### src/verilog/vip_pkg.sv
// package: constants and types for the vectored interrupt prioritizer
package vip_pkg;
   localparam int unsigned NUM_SRC = 19;
   localparam int unsigned NUM_PERIPH = 7;
   localparam int unsigned NUM_PA = 8;
   localparam int unsigned NUM_PC = 4;
   localparam logic [15:0] VEC_RESET = 16'h0002;
   localparam logic [15:0] VEC_WATCHDOG = 16'h0004;
   localparam logic [15:0] VEC_TRAP = 16'h0006;
   localparam logic [15:0] VEC_RSVD = 16'h0008;
   localparam logic [15:0] VEC_PERIPH0 = 16'h000a;
   localparam logic [15:0] VEC_PA0 = 16'h0018;
   localparam logic [15:0] VEC_PC0 = 16'h0030;
   localparam logic [1:0] LVL_OFF = 2'h0;
   localparam logic [18:0] PEND_RESET = 19'h00000;
   localparam logic [37:0] LVL_RESET = 38'h0000000000;
   localparam logic [7:0] EDGE_RESET = 8'h00;
   localparam logic GATE_RESET = 1'b0;
   typedef logic [4:0] vip_idx_t;
   typedef enum logic [1:0] {VIP_NONE, VIP_MASK, VIP_FIXED} vip_kind_t;
endpackage

### src/verilog/vip_win_if.sv
// interface: winner from the ranking logic to the top
interface vip_win_if;
   logic found;
   logic [4:0] idx;
   logic [15:0] vec;
   modport ranker (output found, idx, vec);
   modport user (input found, idx, vec);
endinterface
### src/verilog/vip_ranker.sv
// module: level then fixed-order selection of one pending request
module vip_ranker (
   // requests
   input wire logic [18:0] pend,
   input wire logic [37:0] lvl,
   // winner
   vip_win_if.ranker win
);
   // bit i is slot i in descending fixed order: 0..6 periph, 7..14 pa7..0,
   // 15..18 pc3..0
   function automatic logic [15:0] slot_vec(input logic [4:0] i);
      logic [15:0] v;
      v = 16'h0000;
      if (i < 5'h07) begin
         v = vip_pkg::VEC_PERIPH0 + {10'h000, i, 1'b0};
      end else if (i < 5'h0f) begin
         v = vip_pkg::VEC_PA0 + {10'h000, i - 5'h07, 1'b0};
      end else begin
         v = vip_pkg::VEC_PC0 + {10'h000, i - 5'h0f, 1'b0};
      end
      return v;
   endfunction
   always_comb begin
      logic [1:0] best;
      best = vip_pkg::LVL_OFF;
      win.found = 1'b0;
      win.idx = 5'h00;
      // strict greater keeps the earliest (highest fixed) slot per level
      for (int i = 0; i < 19; i++) begin
         if (pend[i] && lvl[2*i +: 2] > best) begin
            best = lvl[2*i +: 2];
            win.found = 1'b1;
            win.idx = 5'(i);
         end
      end
      win.vec = slot_vec(win.idx);
   end
endmodule

### src/verilog/vip_top.sv
// module: vectored interrupt prioritizer top
// Function
// - nineteen vectors come from twelve port pins and seven peripherals.
// - each of eight port A pins requests on a per-pin chosen edge.
// - port C pins 3..0 request on both edges at vectors 0030h to 0036h.
// - each of the nineteen maskable sources has its own level, off or one of three.
// - an enabled watchdog interrupt is taken at vector 0004h.
// - vector entries hold the handler high byte even, low byte odd.
// - reset and trap use 0002h and 0006h unmasked; 0008h is unused.
// - peripherals rank in fixed order from 000ah down to 0016h.
// - port A pins 7..0 map to 0018h..0026h; 0028h..002eh are reserved.
// - with the gate off only trap and watchdog are vectored and pending stays readable.
// - a global gate, set by enable/return/write one, cleared otherwise.
// - one-cycle source pulses latch into pending bits until cleared.
// - writing one raises, zero clears a pending bit; ack clears it too.
// - a higher level always wins; fixed order only breaks ties.
module vip_top (
   // clock and reset
   input wire logic clk_sys,
   input wire logic reset_n,
   // sources
   input wire logic [6:0] periph_pulse,
   input wire logic [7:0] pa_pin,
   input wire logic [3:0] pc_pin,
   input wire logic watchdog_timer_pulse,
   input wire logic watchdog_irq_en,
   input wire logic trap_pulse,
   // configuration
   input wire logic [7:0] pa_fall_sel,
   input wire logic [37:0] src_level,
   // software and core controls
   input wire logic gate_set,
   input wire logic gate_clr,
   input wire logic pend_wr,
   input wire logic [18:0] pend_wdata,
   input wire logic ack,
   // to core
   output logic req_q,
   output logic [15:0] vec_q,
   output logic fixed_q,
   output logic [18:0] pend_q,
   output logic global_irq_gate_q
);
   logic [7:0] pa_prev_q;
   logic [3:0] pc_prev_q;
   logic wd_pend_q;
   logic trap_pend_q;
   vip_pkg::vip_idx_t win_idx_q;
   vip_pkg::vip_kind_t kind_q;
   logic [18:0] raw_ev;
   logic [18:0] pend_d;
   logic [7:0] pa_rise;
   logic [7:0] pa_fall;
   vip_win_if win ();

   vip_ranker u_rank (
      .pend(pend_q),
      .lvl(src_level),
      .win(win)
   );

   // previous pin levels; pins are synchronous already
   always_ff @(posedge clk_sys) begin
      if (!reset_n) begin
         // track pins in reset too, so a pin idling high gives no false edge
         pa_prev_q <= pa_pin;
         pc_prev_q <= pc_pin;
      end else begin
         pa_prev_q <= pa_pin;
         pc_prev_q <= pc_pin;
      end
   end

   always_comb begin
      pa_rise = pa_pin & ~pa_prev_q;
      pa_fall = ~pa_pin & pa_prev_q;
      raw_ev[6:0] = periph_pulse;
      for (int i = 0; i < 8; i++) begin
         // slot 7 is pa7 down to slot 14 pa0
         raw_ev[7+i] = pa_fall_sel[7-i] ? pa_fall[7-i] : pa_rise[7-i];
      end
      for (int i = 0; i < 4; i++) begin
         raw_ev[15+i] = pc_pin[3-i] ^ pc_prev_q[3-i];
      end
   end

   // software write first, then ack clear, then new events: set beats clear
   always_comb begin
      pend_d = pend_q;
      if (pend_wr) begin
         pend_d = pend_wdata;
      end
      if (ack && kind_q == vip_pkg::VIP_MASK) begin
         pend_d[win_idx_q] = 1'b0;
      end
      pend_d = pend_d | raw_ev;
   end

   always_ff @(posedge clk_sys) begin
      if (!reset_n) begin
         pend_q <= vip_pkg::PEND_RESET;
      end else begin
         pend_q <= pend_d;
      end
   end

   // fixed top slots are held apart from maskable pending bits
   always_ff @(posedge clk_sys) begin
      if (!reset_n) begin
         wd_pend_q <= 1'b0;
         trap_pend_q <= 1'b0;
      end else begin
         wd_pend_q <= (watchdog_timer_pulse && watchdog_irq_en) ||
                      (wd_pend_q && !(ack && kind_q == vip_pkg::VIP_FIXED &&
                       vec_q == vip_pkg::VEC_WATCHDOG));
         trap_pend_q <= trap_pulse ||
                        (trap_pend_q && !(ack && kind_q == vip_pkg::VIP_FIXED &&
                         vec_q == vip_pkg::VEC_TRAP));
      end
   end

   // gate: clears win over sets since ack and trap both disable
   always_ff @(posedge clk_sys) begin
      if (!reset_n) begin
         global_irq_gate_q <= vip_pkg::GATE_RESET;
      end else if (gate_clr || ack || trap_pulse) begin
         global_irq_gate_q <= 1'b0;
      end else if (gate_set) begin
         global_irq_gate_q <= 1'b1;
      end
   end

   // presented request latches and holds until ack; vector 0002h is only
   // ever fetched by the core on reset, never presented here
   always_ff @(posedge clk_sys) begin
      if (!reset_n) begin
         req_q <= 1'b0;
         vec_q <= 16'h0000;
         fixed_q <= 1'b0;
         kind_q <= vip_pkg::VIP_NONE;
         win_idx_q <= 5'h00;
      end else if (req_q) begin
         if (ack) begin
            req_q <= 1'b0;
            fixed_q <= 1'b0;
            kind_q <= vip_pkg::VIP_NONE;
         end
      end else if (trap_pend_q) begin
         req_q <= 1'b1;
         vec_q <= vip_pkg::VEC_TRAP;
         fixed_q <= 1'b1;
         kind_q <= vip_pkg::VIP_FIXED;
      end else if (wd_pend_q) begin
         req_q <= 1'b1;
         vec_q <= vip_pkg::VEC_WATCHDOG;
         fixed_q <= 1'b1;
         kind_q <= vip_pkg::VIP_FIXED;
      end else if (global_irq_gate_q && win.found) begin
         req_q <= 1'b1;
         vec_q <= win.vec;
         kind_q <= vip_pkg::VIP_MASK;
         win_idx_q <= win.idx;
      end
   end
endmodule

### config.mk
export PLATFORM = sky130hd
export DESIGN_NAME = vip_top
export DESIGN_NICKNAME = d
export VERILOG_FILES = /design/src/verilog/vip_pkg.sv /design/src/verilog/vip_win_if.sv /design/src/verilog/vip_ranker.sv /design/src/verilog/vip_top.sv
export SDC_FILE = /design/constraint.sdc
export NUM_CORES = 1
export LEC_CHECK = 0
export BUFFER_PORTS_ARGS = -buffer_cell sky130_fd_sc_hd__buf_2
export CAP_MARGIN = 5
export CORE_UTILIZATION = 50
export CTS_CLUSTER_SIZE = 40
export DETAILED_ROUTE_END_ITERATION = 16
export PLACE_DENSITY_LB_ADDON = 0.12
export SLEW_MARGIN = 10
export SYNTH_ARGS = -nofsm -noshare
export SYNTH_HDL_FRONTEND = slang
export SYNTH_SLANG_ARGS = --single-unit
### constraint.sdc
create_clock -name clk_sys -period 55.1 [get_ports clk_sys]
set_input_delay 11.02 -clock clk_sys [delete_from_list [all_inputs] [get_ports clk_sys]]
set_output_delay 11.02 -clock clk_sys [all_outputs]
set_load 0.02 [all_outputs]
Word level (Yosys, flattened, before mapping)
Index checks and enable logic that the tools add are counted.

word-level totals
  bits in registers = 59
  input port bits = 93
  output and inout bits = 38
  logic and storage cells = 187

operators by class
  add/subtract/negate cells = 5
  magnitude comparators = 23
  equal/unequal tests = 5
  mux-type cells = 86
  bitwise logic cells = 15
  reductions and logical operators = 42

operators by type and width
  operator                                                                              number
  16-bit two-way mux                                                                    5
  2-bit two-way mux                                                                     25
  1-bit two-way mux                                                                     38
  19-bit two-way mux                                                                    2
  2-bit greater-than comparator                                                         18
  16-bit by 3-bit == test with 1-bit output (second input constant)                     2
  4-bit two-way mux                                                                     8
  1-bit logical AND                                                                     28
  19-bit AND                                                                            1
  19-bit NOT                                                                            1
  19-bit bitwise OR                                                                     1
  8-bit AND                                                                             2
  8-bit NOT                                                                             2
  5-bit two-way mux                                                                     3
  3-bit two-way mux                                                                     4
  4-bit by 6-bit adder with 7-bit output (first input constant)                         1
  5-bit by 6-bit adder with 7-bit output (first input constant)                         1
  6-bit by 6-bit adder with 7-bit output (first input constant)                         1
  5-bit by 6-bit < comparator with 1-bit output (second input constant)                 1
  2-bit AND reduction                                                                   3
  3-bit nonzero test                                                                    2
  1-bit demux with 5-bit select                                                         1
  5-bit by 1-bit greater-or-equal comparator with 1-bit output (second input constant)  1
  5-bit by 3-bit < comparator with 1-bit output (second input constant)                 1
  other kinds (14)                                                                      24

Logic depth before layout (Yosys ltp)
Gate-level depths: netlist (run 1).

  depth after elaboration = 64
  gate-level depth with buffers = 117
  depth with buffers taken out = 117

By module
From an unflattened synthesis (run 1), not the netlist that was laid out.

unflattened totals
  cell total of the unflattened synthesis = 572
  area total of the unflattened synthesis = 4593.2 µm²

by module, submodules not included
  module      times used  cells an instance  area an instance (µm²)  sequential area each (µm²)
  vip_top     1           273                2593.7                  1181.1
  vip_ranker  1           299                1999.4                  0.0

Worst setup path before layout (run 1)
OpenSTA, ideal clock, no wires.

  path kind = input port to flip-flop
  from = input src_level[1]
  to = register vec_q[5]
  library setup time = 0.126 ns
  data arrival time = 30.172 ns
  required time = 54.974 ns
  setup slack = 24.802 ns
  stages = 109
  path buffers = 0
  cells stage by stage = nand2_1 > ha_1 > nor2b_4 > o21ai_0 > o21ai_0 > ha_1 > nor2_1 > maj3_2 > and3_1 > or2_2 > ha_1 > nor3b_1 > nand2_1 > a21oi_1 > nand2_1 > o31ai_1 > inv_1 > ha_1 > [... 73 more ...] > nor2_1 > ha_1 > nand2_1 > o211ai_1 > nand2_1 > o21ai_0 > ha_1 > nor2b_1 > o211a_1 > o41ai_2 > ha_1 > inv_1 > xnor2_1 > ha_1 > nor3_1 > o21a_1 > a311oi_1 > a21oi_1

on the way
  word-level cells in the longest chain between the ends = 64
  elaborated cells on any way between the ends = 108
  those cells by class = add/sub (5); order compare (21); mux (60); reduce/logical (22)

ends and longest elaborated chain
  item                                                                                                        line                                source
  start, declared                                                                                             vip_top.sv:30                       input wire logic [37:0] src_level,
  2-bit by 1-bit greater-than comparator with 1-bit output                                                    vip_ranker.sv:30                    if (pend[i] && lvl[2*i +: 2] > best) begin
  1-bit logical AND                                                                                           vip_ranker.sv:30
  2-bit two-way mux (*)                                                                                       vip_ranker.sv:30
  2-bit greater-than comparator                                                                               vip_ranker.sv:30
  1-bit logical AND                                                                                           vip_ranker.sv:30
  2-bit two-way mux                                                                                           vip_ranker.sv:30
  2-bit greater-than comparator                                                                               vip_ranker.sv:30
  1-bit logical AND                                                                                           vip_ranker.sv:30
  [... 49 more ...]                                                                                           n/a
  named net u_rank.win.idx[0]                                                                                 vip_win_if.sv:6                     modport ranker (output found, idx, vec);
  5-bit by 4-bit subtractor with 5-bit output or 5-bit by 3-bit subtractor with 5-bit output (tied branches)  vip_ranker.sv:19, vip_ranker.sv:17
  6-bit by 6-bit adder with 7-bit output or 5-bit by 6-bit adder with 7-bit output (tied branches)            vip_ranker.sv:19, vip_ranker.sv:17
  16-bit two-way mux                                                                                          vip_ranker.sv:16                    end else if (i < 5'h0f) begin
  16-bit two-way mux (*)                                                                                      vip_ranker.sv:14                    if (i < 5'h07) begin
  16-bit two-way mux (*)                                                                                      vip_top.sv:158                      end else if (global_irq_gate_q && win.found) begin
  16-bit two-way mux (*)                                                                                      vip_top.sv:153                      end else if (wd_pend_q) begin
  16-bit two-way mux (*)                                                                                      vip_top.sv:148                      end else if (trap_pend_q) begin
  end signal, assigned                                                                                        vip_top.sv:150                      vec_q <= vip_pkg::VEC_TRAP;
  end signal, assigned                                                                                        vip_top.sv:155                      vec_q <= vip_pkg::VEC_WATCHDOG;
  end signal, assigned                                                                                        vip_top.sv:160                      vec_q <= win.vec;
  end, declared                                                                                               vip_top.sv:39                       output logic [15:0] vec_q,

Mark *: on every way through the listed nets, which the timed path passes. The rest lies on a longest branch. The select of a mux whose other input is x is not followed.
A chain may end at the register's enable or synchronous reset.

Worst setup path after layout (run 1)
Same ends and word-level chain as after synthesis.

==> qor.json, run 1 <==
{
  "drt": {
    "detailedRoute.firstPassIterationCount": 4,
    "routed.top_layer": "met4",
    "detailroute.wirelength.met3_um": 701,
    "route.vias.total": 4091,
    "remaining_drc_errors": 0,
    "avgViaCountPerCell": 5.714,
    "met2RoutedLength_um": 4905,
    "count_of_antenna_violating_nets_left_after_detailed_routing": 0,
    "initialDrtViolationCount": 183,
    "wirelength_met1_um": 5065,
    "total_routed_wirelength_um": 10850,
    "wl_per_cell_um": 15.15
  },
  "critical_path": {
    "internal_reg_to_reg_setup_slack_ns": 32.44,
    "startpoint_type": "input port",
    "cpPeakStageDelay_ns": 0.69,
    "setup.worst_path.end_class": "flip-flop",
    "timing.setup.critical_path_class": "in -> reg",
    "crit_arrival_ns": 33.27,
    "worst_path_max_delay_cell": "sky130_fd_sc_hd__o31ai_1",
    "worstPathMaxFanout": 7,
    "cp_data_required_time_ns": 55.30
  },
  "clock_tree": {
    "cts-htree-levels": 2,
    "tritoncts": "built",
    "cts_sinks": 49,
    "cts-root-buf": "sky130_fd_sc_hd__clkbuf_8",
    "post_cts_buffers": 0,
    "hold_buffers": 0,
    "cts_made_buffers": 5,
    "cts.clk_slew.worst_paths_ns": 0.10,
    "clkLatencyLatePin_ns": 0.31,
    "post_cts.resized_instances": 0,
    "cts.path.max_buffers": 2
  },
  "timing": {
    "layout_min_cycle_time_ns": 33.07,
    "timing.clock.skew_ns": 0.01800,
    "timing.setup.tns_ns": 0,
    "tightestPinTransition_ns": 0.9003,
    "drv_slew": 0,
    "rsz0062_at_grt": "no",
    "final_hold_viol_count": 0,
    "slew_headroom_pct": 39.85,
    "maxClockFrequency_mhz": 30.24,
    "finalCritPeriodShare_pct": 60.01,
    "finalSetupViolations": 0
  },
  "status": {
    "outcome": "finished, final reports clean"
  },
  "placement": {
    "hpwlAfterDp_um": 8780,
    "io_buffer_count": 120,
    "gp_congestion": 1.029,
    "dpl.cell_count": 708
  },
  "floorplan": {
    "top_level_ports": 131,
    "design.core.area_sq_um": 7727,
    "initial_standard_cell_utilization_of_the_core_pct": 51.51,
    "die_w_um": 91.22,
    "die-height_um": 91.22,
    "row_count": 32,
    "design.die.area_sq_um": 8321
  },
  "power_and_ir_drop": {
    "total_power_mw": 0.1434,
    "power_density_of_the_placed_cells_nw_per_um2": 30.53,
    "vdd_ir_drop_max_mv": 0.01645,
    "sequential_fraction_of_design_power_pct": 28.3,
    "power_switching_share_pct": 43.86,
    "cell_internal_power_mw": 0.08052,
    "combinationalPowerShare_pct": 56.5,
    "pwr-share-clk_pct": 15.2,
    "power.static_leakage_nw": 2.228,
    "total_switching_power_mw": 0.06290
  },
  "min_path": {
    "worst_hold_path_type": "reg -> reg"
  },
  "logic_synthesis": {
    "dominantRegCellSynth": "sky130_fd_sc_hd__dfxtp_1",
    "yosysMostFrequentCell": "sky130_fd_sc_hd__nand2_1",
    "synth_seq_area_share_pct": 24.65,
    "synth_common_cells": "58 x sky130_fd_sc_hd__nand2_1, 49 x sky130_fd_sc_hd__dfxtp_1, 46 x sky130_fd_sc_hd__nor2_1",
    "synthCells": 497,
    "yosys.area.top_type": "sky130_fd_sc_hd__dfxtp_1",
    "syn-mean-instance-area_sq_um": 8.008,
    "synth_enable_flop_cells": 0,
    "netlist_top_cells_area": "sky130_fd_sc_hd__dfxtp_1 25%, sky130_fd_sc_hd__ha_1 7.5%, sky130_fd_sc_hd__mux2i_1 5.5%",
    "yosysWarningCount": 0,
    "synth.top_cell.area_share_pct": 24.65,
    "proportion_of_synthesized_flip_flops_having_asynchronous_set_or_reset_pct": 0,
    "post_synth_num_cell_types": 78,
    "yosys_register_bits": 49,
    "synthesis.area_sq_um": 3980
  },
  "final_layout": {
    "num-fill-cells": 692,
    "insertedDiodeCount": 0,
    "syn_to_final_growth_pct": 18.01,
    "final_cell_count_no_fill": 716,
    "sequential_cell_area_sq_um": 980.9,
    "post_route_cells_drive_above_1_share_pct": 26.06,
    "multi_input_comb_area_sq_um": 2781,
    "finalNetCount": 730
  },
  "run": {
    "cap_violations": 0
  },
  "grt": {
    "grt_antenna_before_repair": 0,
    "largest_net_degree_at_the_start_of_global_routing": 39,
    "grt_first_pass_wirelength_um": 17480,
    "first_global_vias": 3737,
    "grtUsageTotal_pct": 25.97,
    "grt_overflow": 0
  }
}
layout make-up:
cell class                      count  share of cell area, %
Clock inverter                      3                 0.4529
Multi-Input combinational cell    406                  59.22
Tap cell                          102                  2.717
Timing Repair Buffer              120                  12.79
Clock buffer                        5                  1.465
Inverter                           31                  2.477
Sequential cell                    49                  20.88
power by group through the flow:
stage	clock network (mW)	logic [mW]	registers (mW)
3_3_place_gp	0	0.0777	0.0413
3_5_place_dp	0	0.0801	0.0414
6_report	0.0217	0.0811	0.0406
5_1_grt	0.0230	0.0911	0.0410
4_1_cts	0.0220	0.0805	0.0405
2_1_floorplan	0	0.0605	0.0425
cells in the final DEF, fill, tap and decap left out, drive strengths merged, types with 3 or more instances in the layout:
cell / count
a21oi: 36
or2: 4
clkbuf: 5
o211ai: 8
o21ai: 27
a21o: 3
and2: 7
ha: 24
a31oi: 7
xor2: 4
o2111ai: 4
nor2b: 12
maj3: 4
o21a: 26
a211oi: 4
nand2: 59
mux2i: 22
a222oi: 3
nand4b: 3
conb: 10
a21boi: 6
buf: 120
o31ai: 6
nor3b: 8
a22oi: 5
nor4b: 3
nand3: 7
o211a: 4
inv: 32
nor3: 7
a311oi: 3
dfxtp: 49
nor2: 46
and3: 9
flip-flops by register name (all words and copies together) (netlist names):
signal	flops
fixed_q	1
global_irq_gate_q	1
kind_q	2
pa_prev_q	8
pc_prev_q	4
pend_q	19
req_q	1
trap_pend_q	1
vec_q	6
wd_pend_q	1
win_idx_q	5
cell families after synthesis:
logic type	Yosys count	synth area share [%]
mux	24	6.099
other cells	1	0.09422
simple gates	173	21.94
buf+inv	51	6.319
compound gates	165	30.97
fa+ha+maj	28	8.614
flops	49	24.65
xor+xnor	6	1.320
worst max-delay path, delay by kind of cell:
kind / cells / cell delay, ns
compound gates: 39 / 8.56
fa+ha+maj: 23 / 6.65
simple gates: 41 / 5.65
mux: 2 / 0.73
buf+inv: 4 / 0.38
xor+xnor: 1 / 0.26
final timing paths:
check | startpoint | cells past startpoint | endpoint
max | src_level[1] | 110 | vec_q[5]
min | vec_q[2] | 2 | vec_q[2]
max reg2reg | pend_q[0] | 109 | vec_q[5]
min reg2reg | vec_q[2] | 2 | vec_q[2]
stage by stage:
step / setup WS [ns] / hold slack [ns] / utilization, % / cell area (sq um)
2_1_floorplan: 24.80 / 0.4708 / - / 4014
3_3_place_gp: 22.44 / 0.4685 / 59.62 / 4607
3_5_place_dp: 21.86 / 0.4705 / 59.62 / 4607
4_1_cts: 22.13 / 0.4866 / 60.78 / 4697
5_1_grt: 20.05 / 0.5215 / 60.78 / 4697
6_report: 22.03 / 0.4882 / 60.78 / 4697
per-layer routing:
metal,vias to the layer above,global-route usage [%]
li1,2036,-
met1,1884,34.53
met2,155,43.18
met3,16,4.606
met4,0,6.878
met5,-,0
Power figures use the tool's default switching activity.
==> run 2, diff against run 1 <==
Clock period 55.1 ns to 30.9 ns, I/O delays scaled along.
==> run 2 against run 1 <==
Compared with the run above:
- register-to-register slack worse by 24 ns
- critical path type unchanged
- via count is 0.29% higher
- global-route usage is 1.0 points higher
- largest power group unchanged
- critical endpoint unchanged
==> qor.json, run 2 (synthesis gave the netlist of run 1 again) <==
{
  "status": {
    "outcome": {"value": "finished, final reports clean", "change": "unchanged"}
  },
  "grt": {
    "largest_net_degree_at_the_start_of_global_routing": {"value": 39, "change": "unchanged"},
    "grt_most_used_layer": {"value": "met2", "change": "unchanged"},
    "grt_first_pass_wirelength": {"value": 18210, "unit": "um", "change": "was 17480 um"},
    "grtUsageMet1": {"value": 34.70, "unit": "%", "change": "was 34.53%"},
    "grt_use_met3": {"value": 4.606, "unit": "%", "change": "unchanged"},
    "grt_antenna_before_repair": {"value": 0, "change": "unchanged"},
    "grt_overflow": {"value": 0, "change": "unchanged"},
    "use_met2": {"value": 44.95, "unit": "%", "change": "was 43.18%"},
    "grtUsageTotal": {"value": 27.02, "unit": "%", "change": "was 25.97%"},
    "first_global_vias": {"value": 3927, "change": "was 3737"}
  },
  "placement": {
    "io_buffer_count": {"value": 120, "change": "unchanged"},
    "hpwlAfterDp": {"value": 9011, "unit": "um", "change": "was 8780 um"},
    "gp_congestion": {"value": 1.005, "change": "was 1.029"},
    "pre_cts_ws": {"value": 2.566, "unit": "ns", "change": "was 21.86 ns"}
  },
  "final_layout": {
    "max_reg_flops": {"value": 19, "change": "unchanged"},
    "reg_top3": {"value": "pend_q x19, pa_prev_q x8, vec_q x6", "change": "unchanged"},
    "insertedDiodeCount": {"value": 0, "change": "unchanged"},
    "mostFrequentLayoutCells": {"value": "120 x sky130_fd_sc_hd__buf_2, 58 x sky130_fd_sc_hd__nand2_1, 49 x sky130_fd_sc_hd__dfxtp_1", "change": "unchanged"},
    "syn_to_final_growth": {"value": 18.67, "unit": "%", "change": "was 18.01%"},
    "sequential_cell_area": {"value": 980.9, "unit": "sq um", "change": "unchanged"},
    "finalNetCount": {"value": 730, "change": "unchanged"},
    "layout.cells.most_common": {"value": "sky130_fd_sc_hd__buf_2", "change": "unchanged"},
    "multi_input_comb_area": {"value": 2781, "unit": "sq um", "change": "unchanged"},
    "post_route_cells_drive_above_1_share": {"value": 25.90, "unit": "%", "change": "was 26.06%"},
    "num-fill-cells": {"value": 739, "change": "was 692"},
    "top_register": {"value": "pend_q", "change": "unchanged"}
  },
  "timing": {
    "maxClockFrequency_mhz": 35.31,
    "fin_hold_ws": {"value": 0.4866, "unit": "ns", "change": "was 0.4882 ns"},
    "timing.setup.tns": {"value": 0, "unit": "ns", "change": "unchanged"},
    "finalSetupViolations": {"value": 0, "change": "unchanged"},
    "final_hold_viol_count": {"value": 0, "change": "unchanged"},
    "setup_ws": {"value": 2.579, "unit": "ns", "change": "was 22.03 ns"},
    "timing.clock.skew": {"value": 0.007664, "unit": "ns", "change": "was 0.01800 ns"},
    "layout_min_cycle_time_ns": 28.32,
    "drv_slew": {"value": 0, "change": "unchanged"},
    "rsz0062_at_grt": {"value": "no", "change": "unchanged"},
    "tightestPinTransition": {"value": 0.8812, "unit": "ns", "change": "was 0.9003 ns"},
    "finalCritPeriodShare_pct": 91.65,
    "slew_headroom": {"value": 41.13, "unit": "%", "change": "was 39.85%"}
  },
  "floorplan": {
    "die-height": {"value": 91.22, "unit": "um", "change": "unchanged"},
    "design.core.area": {"value": 7727, "unit": "sq um", "change": "unchanged"},
    "row_count": {"value": 32, "change": "unchanged"},
    "initial_standard_cell_utilization_of_the_core": {"value": 51.51, "unit": "%", "change": "unchanged"},
    "design.die.area": {"value": 8321, "unit": "sq um", "change": "unchanged"},
    "die_w": {"value": 91.22, "unit": "um", "change": "unchanged"},
    "top_level_ports": {"value": 131, "change": "unchanged"}
  },
  "clock_tree": {
    "cts_made_buffers": {"value": 5, "change": "unchanged"},
    "tritoncts": {"value": "built", "change": "unchanged"},
    "cts.clk_slew.worst_paths": {"value": 0.09, "unit": "ns", "change": "was 0.10 ns"},
    "hold_buffers": {"value": 0, "change": "unchanged"},
    "clkLatencyLatePin": {"value": 0.30, "unit": "ns", "change": "was 0.31 ns"},
    "post_cts_buffers": {"value": 0, "change": "unchanged"},
    "cts-root-buf": {"value": "sky130_fd_sc_hd__clkbuf_8", "change": "unchanged"},
    "cts-htree-levels": {"value": 2, "change": "unchanged"},
    "cts_sinks": {"value": 49, "change": "unchanged"},
    "post_cts.resized_instances": {"value": 0, "change": "unchanged"},
    "cts.path.max_buffers": {"value": 2, "change": "unchanged"}
  },
  "drt": {
    "detailedRoute.firstPassIterationCount": {"value": 7, "change": "was 4"},
    "remaining_drc_errors": {"value": 0, "change": "unchanged"},
    "avgViaCountPerCell": {"value": 5.730, "change": "was 5.714"},
    "count_of_antenna_violating_nets_left_after_detailed_routing": {"value": 0, "change": "unchanged"},
    "wl_per_cell": {"value": 15.37, "unit": "um", "change": "was 15.15 um"},
    "initialDrtViolationCount": {"value": 215, "change": "was 183"},
    "route.vias.total": {"value": 4103, "change": "was 4091"},
    "total_routed_wirelength": {"value": 11010, "unit": "um", "change": "was 10850 um"}
  },
  "power_and_ir_drop": {
    "power_density_of_the_placed_cells": {"value": 56.19, "unit": "nW/um^2", "change": "was 30.53 nW/um^2"},
    "total_power": {"value": 0.2654, "unit": "mW", "change": "was 0.1434 mW"},
    "vdd_ir_drop_max": {"value": 0.03872, "unit": "mV", "change": "was 0.01645 mV"},
    "power.static_leakage": {"value": 2.242, "unit": "nW", "change": "was 2.228 nW"}
  },
  "critical_path": {
    "startpoint_type": {"value": "input port", "change": "unchanged"},
    "worst_path_max_delay_cell": {"value": "sky130_fd_sc_hd__o31ai_1", "change": "unchanged"},
    "cp_data_required_time": {"value": 31.09, "unit": "ns", "change": "was 55.30 ns"},
    "timing.setup.critical_path_class": {"value": "in -> reg", "change": "unchanged"},
    "crit_arrival": {"value": 28.51, "unit": "ns", "change": "was 33.27 ns"},
    "setup.worst_path.end_class": {"value": "flip-flop", "change": "unchanged"},
    "cpPeakStageDelay": {"value": 0.69, "unit": "ns", "change": "about the same"},
    "worstPathMaxFanout": {"value": 7, "change": "unchanged"}
  },
  "run": {
    "cap_violations": {"value": 0, "change": "unchanged"}
  },
  "min_path": {
    "worst_hold_path_type": {"value": "reg -> reg", "change": "unchanged"}
  }
}
[run 2: cell count changes in the layout (fill, tap and decap cells not counted)]
cell	before	now
sky130_fd_sc_hd__clkinv_2	1	0
sky130_fd_sc_hd__clkinvlp_4	1	0
sky130_fd_sc_hd__clkbuf_1	0	1
sky130_fd_sc_hd__inv_6	1	0
sky130_fd_sc_hd__clkbuf_8	5	6
sky130_fd_sc_hd__bufinv_16	0	1
[run 2: critical path, delay by kind of cell]
family	cells	cell delay, ns
and+or+nand+nor	42	6.26
buffers and inverters	3	0.31
adders and majority gates	22	6.37
muxes	2	0.75
AOI/OAI and AO/OA	42	8.65
[run 2: worst paths after layout]
kind	slack, ns	end	startpoint	cells past startpoint
worst max-delay path	2.58	vec_q[5]	src_level[1]	111
worst max register to register	8.14	vec_q[5]	pend_q[0]	110
worst min register to register	0.49	vec_q[2]	vec_q[2]	2
worst min-delay path	0.49	vec_q[2]	vec_q[2]	2
[run 2: routing by layer]
layer | vias up | wire length, um
li1 | 2038 | -
met1 | 1875 | 5004
met2 | 162 | 4906
met3 | 28 | 748
met4 | 0 | 349
met5 | - | 0
[run 2: stage by stage]
step	std cells	util (%)	cell area (sq um)
6_report	716	61.12	4723
2_1_floorplan	506	-	4014
5_1_grt	716	61.12	4723
3_5_place_dp	708	59.62	4607
3_3_place_gp	708	59.62	4607
4_1_cts	716	61.12	4723
[run 2: power by group]
part	leakage, nW	internal [mW]	switching [mW]
registers	0.407	0.0673	0.00520
clock network	0.0585	0.0264	0.0205
logic	1.78	0.0601	0.0859
total	2.24	0.154	0.112
[run 2: area by class of cell]
type / count / share of cell area (%)
Clock buffer: 7 / 1.828
Clock inverter: 1 / 0.6358
Inverter: 31 / 2.464
Sequential cell: 49 / 20.77
Tap cell: 102 / 2.702
Multi-Input combinational cell: 406 / 58.89
Timing Repair Buffer: 120 / 12.72
==> run 3, diff against run 2 <==
Settings changed: PLACE_DENSITY_LB_ADDON 0.12 to 0.3.
==> run 3 against run 2 <==
Compared with the run above:
- count of clock-buffer cells in the layout fell by 1
- sequential share of layout area increased by 0.13 points
- final area decreased by 0.64%
- critical path depth shrank 3
- via count up 0.17%
- critical path type unchanged
==> qor.json, run 3 (synthesis gave the netlist of run 1 again) <==
{
  "drt": {
    "route.vias.total": {"value": 4110, "change": "was 4103"},
    "remaining_drc_errors": {"value": 0, "change": "unchanged"},
    "total_routed_wirelength": {"value": 10630, "unit": "um", "change": "was 11010 um"},
    "detailedRoute.firstPassIterationCount": {"value": 7, "change": "unchanged"},
    "wl_per_cell": {"value": 14.84, "unit": "um", "change": "was 15.37 um"},
    "initialDrtViolationCount": {"value": 197, "change": "was 215"},
    "avgViaCountPerCell": {"value": 5.740, "change": "was 5.730"},
    "count_of_antenna_violating_nets_left_after_detailed_routing": {"value": 0, "change": "unchanged"}
  },
  "grt": {
    "grt_overflow": {"value": 0, "change": "unchanged"},
    "use_met2": {"value": 42.42, "unit": "%", "change": "was 44.95%"},
    "first_global_vias": {"value": 3816, "change": "was 3927"},
    "grt_first_pass_wirelength": {"value": 17380, "unit": "um", "change": "was 18210 um"},
    "grtUsageTotal": {"value": 25.83, "unit": "%", "change": "was 27.02%"},
    "grtUsageMet1": {"value": 34.60, "unit": "%", "change": "was 34.70%"},
    "grt_antenna_before_repair": {"value": 0, "change": "unchanged"},
    "grt_use_met3": {"value": 3.853, "unit": "%", "change": "was 4.606%"},
    "grt_most_used_layer": {"value": "met2", "change": "unchanged"},
    "largest_net_degree_at_the_start_of_global_routing": {"value": 39, "change": "unchanged"}
  },
  "final_layout": {
    "top_register": {"value": "pend_q", "change": "unchanged"},
    "insertedDiodeCount": {"value": 0, "change": "unchanged"},
    "post_route_cells_drive_above_1_share": {"value": 25.90, "unit": "%", "change": "unchanged"},
    "mostFrequentLayoutCells": {"value": "120 x sky130_fd_sc_hd__buf_2, 58 x sky130_fd_sc_hd__nand2_1, 49 x sky130_fd_sc_hd__dfxtp_1", "change": "unchanged"},
    "finalNetCount": {"value": 730, "change": "unchanged"},
    "layout.cells.most_common": {"value": "sky130_fd_sc_hd__buf_2", "change": "unchanged"},
    "max_reg_flops": {"value": 19, "change": "unchanged"},
    "reg_top3": {"value": "pend_q x19, pa_prev_q x8, vec_q x6", "change": "unchanged"},
    "syn_to_final_growth": {"value": 17.92, "unit": "%", "change": "was 18.67%"}
  },
  "clock_tree": {
    "cts_made_buffers": {"value": 5, "change": "unchanged"},
    "cts-htree-levels": {"value": 2, "change": "unchanged"},
    "cts_sinks": {"value": 49, "change": "unchanged"},
    "cts.clk_slew.worst_paths": {"value": 0.09, "unit": "ns", "change": "about the same"},
    "post_cts_buffers": {"value": 0, "change": "unchanged"},
    "cts-root-buf": {"value": "sky130_fd_sc_hd__clkbuf_8", "change": "unchanged"},
    "post_cts.resized_instances": {"value": 0, "change": "unchanged"},
    "cts.path.max_buffers": {"value": 2, "change": "unchanged"},
    "clkLatencyLatePin": {"value": 0.30, "unit": "ns", "change": "about the same"},
    "tritoncts": {"value": "built", "change": "unchanged"},
    "hold_buffers": {"value": 0, "change": "unchanged"}
  },
  "timing": {
    "rsz0062_at_grt": {"value": "no", "change": "unchanged"},
    "final_hold_viol_count": {"value": 0, "change": "unchanged"},
    "slew_headroom": {"value": 39.46, "unit": "%", "change": "was 41.13%"},
    "maxClockFrequency": {"value": 35.45, "unit": "MHz", "change": "was 35.31 MHz"},
    "drv_slew": {"value": 0, "change": "unchanged"},
    "layout_min_cycle_time": {"value": 28.21, "unit": "ns", "change": "was 28.32 ns"},
    "fin_hold_ws": {"value": 0.4872, "unit": "ns", "change": "was 0.4866 ns"},
    "finalCritPeriodShare": {"value": 91.29, "unit": "%", "change": "was 91.65%"},
    "tightestPinTransition": {"value": 0.9061, "unit": "ns", "change": "was 0.8812 ns"},
    "timing.clock.skew": {"value": 0.007565, "unit": "ns", "change": "was 0.007664 ns"},
    "finalSetupViolations": {"value": 0, "change": "unchanged"},
    "timing.setup.tns": {"value": 0, "unit": "ns", "change": "unchanged"}
  },
  "critical_path": {
    "cpLargestDelayFamily": {"value": "compound AO/OA/AOI/OAI gates", "change": "unchanged"},
    "setup.worst_path.end_class": {"value": "flip-flop", "change": "unchanged"},
    "worstPathBufferInverterCount": {"value": 4, "change": "was 3"},
    "startpoint_type": {"value": "input port", "change": "unchanged"},
    "cp_common_cell": "sky130_fd_sc_hd__ha_1",
    "cpPeakStageDelay": {"value": 0.62, "unit": "ns", "change": "was 0.69 ns"},
    "timing.setup.critical_path_class": {"value": "in -> reg", "change": "unchanged"},
    "cp_data_required_time": {"value": 31.09, "unit": "ns", "change": "about the same"},
    "crit_arrival": {"value": 28.40, "unit": "ns", "change": "was 28.51 ns"},
    "worstPathMaxFanout": {"value": 7, "change": "unchanged"},
    "worst_path_max_delay_cell": {"value": "sky130_fd_sc_hd__o31ai_1", "change": "unchanged"}
  },
  "status": {
    "outcome": {"value": "finished, final reports clean", "change": "unchanged"}
  },
  "placement": {
    "gp_congestion": {"value": 0.9260, "change": "was 1.005"},
    "hpwlAfterDp": {"value": 8729, "unit": "um", "change": "was 9011 um"},
    "io_buffer_count": {"value": 120, "change": "unchanged"}
  },
  "floorplan": {
    "row_count": {"value": 32, "change": "unchanged"},
    "initial_standard_cell_utilization_of_the_core": {"value": 51.51, "unit": "%", "change": "unchanged"},
    "design.core.area": {"value": 7727, "unit": "sq um", "change": "unchanged"},
    "die-height": {"value": 91.22, "unit": "um", "change": "unchanged"},
    "die_w": {"value": 91.22, "unit": "um", "change": "unchanged"},
    "design.die.area": {"value": 8321, "unit": "sq um", "change": "unchanged"},
    "top_level_ports": {"value": 131, "change": "unchanged"}
  },
  "power_and_ir_drop": {
    "total_power": {"value": 0.2536, "unit": "mW", "change": "was 0.2654 mW"},
    "power_density_of_the_placed_cells": {"value": 54.04, "unit": "nW/um^2", "change": "was 56.19 nW/um^2"},
    "power.static_leakage": {"value": 2.229, "unit": "nW", "change": "was 2.242 nW"},
    "vdd_ir_drop_max": {"value": 0.03399, "unit": "mV", "change": "was 0.03872 mV"}
  },
  "run": {
    "cap_violations": {"value": 0, "change": "unchanged"}
  },
  "min_path": {
    "worst_hold_path_type": {"value": "reg -> reg", "change": "unchanged"}
  }
}
run 3: changes by cell type in the layout (fill, tap and decap cells not counted):
cell                        previous run  this run
sky130_fd_sc_hd__bufinv_16             1         0
sky130_fd_sc_hd__clkbuf_8              6         5
sky130_fd_sc_hd__clkinv_2              0         1
sky130_fd_sc_hd__inv_6                 0         1
run 3: worst paths after layout:
path                     start        to  slack, ns  cells after the start
hold / removal        vec_q[2]  vec_q[2]       0.49                      2
setup / recovery  src_level[1]  vec_q[5]       2.69                    108
setup reg to reg     pend_q[0]  vec_q[5]       8.23                    107
hold reg to reg       vec_q[2]  vec_q[2]       0.49                      2
run 3: metrics by stage:
stage | instances | instance area [sq um] | setup WS, ns | utilization (%)
after floorplan | 506 | 4014 | 5.442 | -
after global placement | 708 | 4607 | 3.185 | 59.62
after detailed placement | 708 | 4607 | 2.640 | 59.62
after CTS | 716 | 4693 | 2.933 | 60.74
after global routing | 716 | 4693 | 0.8083 | 60.74
final | 716 | 4693 | 2.693 | 60.74
run 3: final cells by class:
cell class / count / area, sq um
fill: 725 / 3034
multi-input combinational: 406 / 2781
sequential: 49 / 980.9
timing repair buffer: 120 / 600.6
tap: 102 / 127.6
inverter: 31 / 116.4
clock buffer: 6 / 72.57
clock inverter: 2 / 13.76
run 3: power by group:
group	internal [mW]	switching [mW]
Sequential	0.0673	0.00507
Clock	0.0162	0.0210
Combinational	0.0600	0.0841
Total	0.144	0.110
run 3: worst register-to-register path, delay by kind of cell (launching register included):
family / cells / cell delay (ns)
AO/OA/AOI/OAI: 39 / 8.57
flip-flops: 1 / 0.39
adder cells (fa/ha/maj): 23 / 6.70
buffers and inverters: 3 / 0.29
multiplexers: 2 / 0.73
XOR/XNOR: 1 / 0.28
AND/OR/NAND/NOR: 39 / 5.56
run 3: metal layers:
metal,part of all wire (%),wire (um)
met2,46,4872
met3,6.5,686
met4,2.1,223
met1,46,4845
met5,0,0
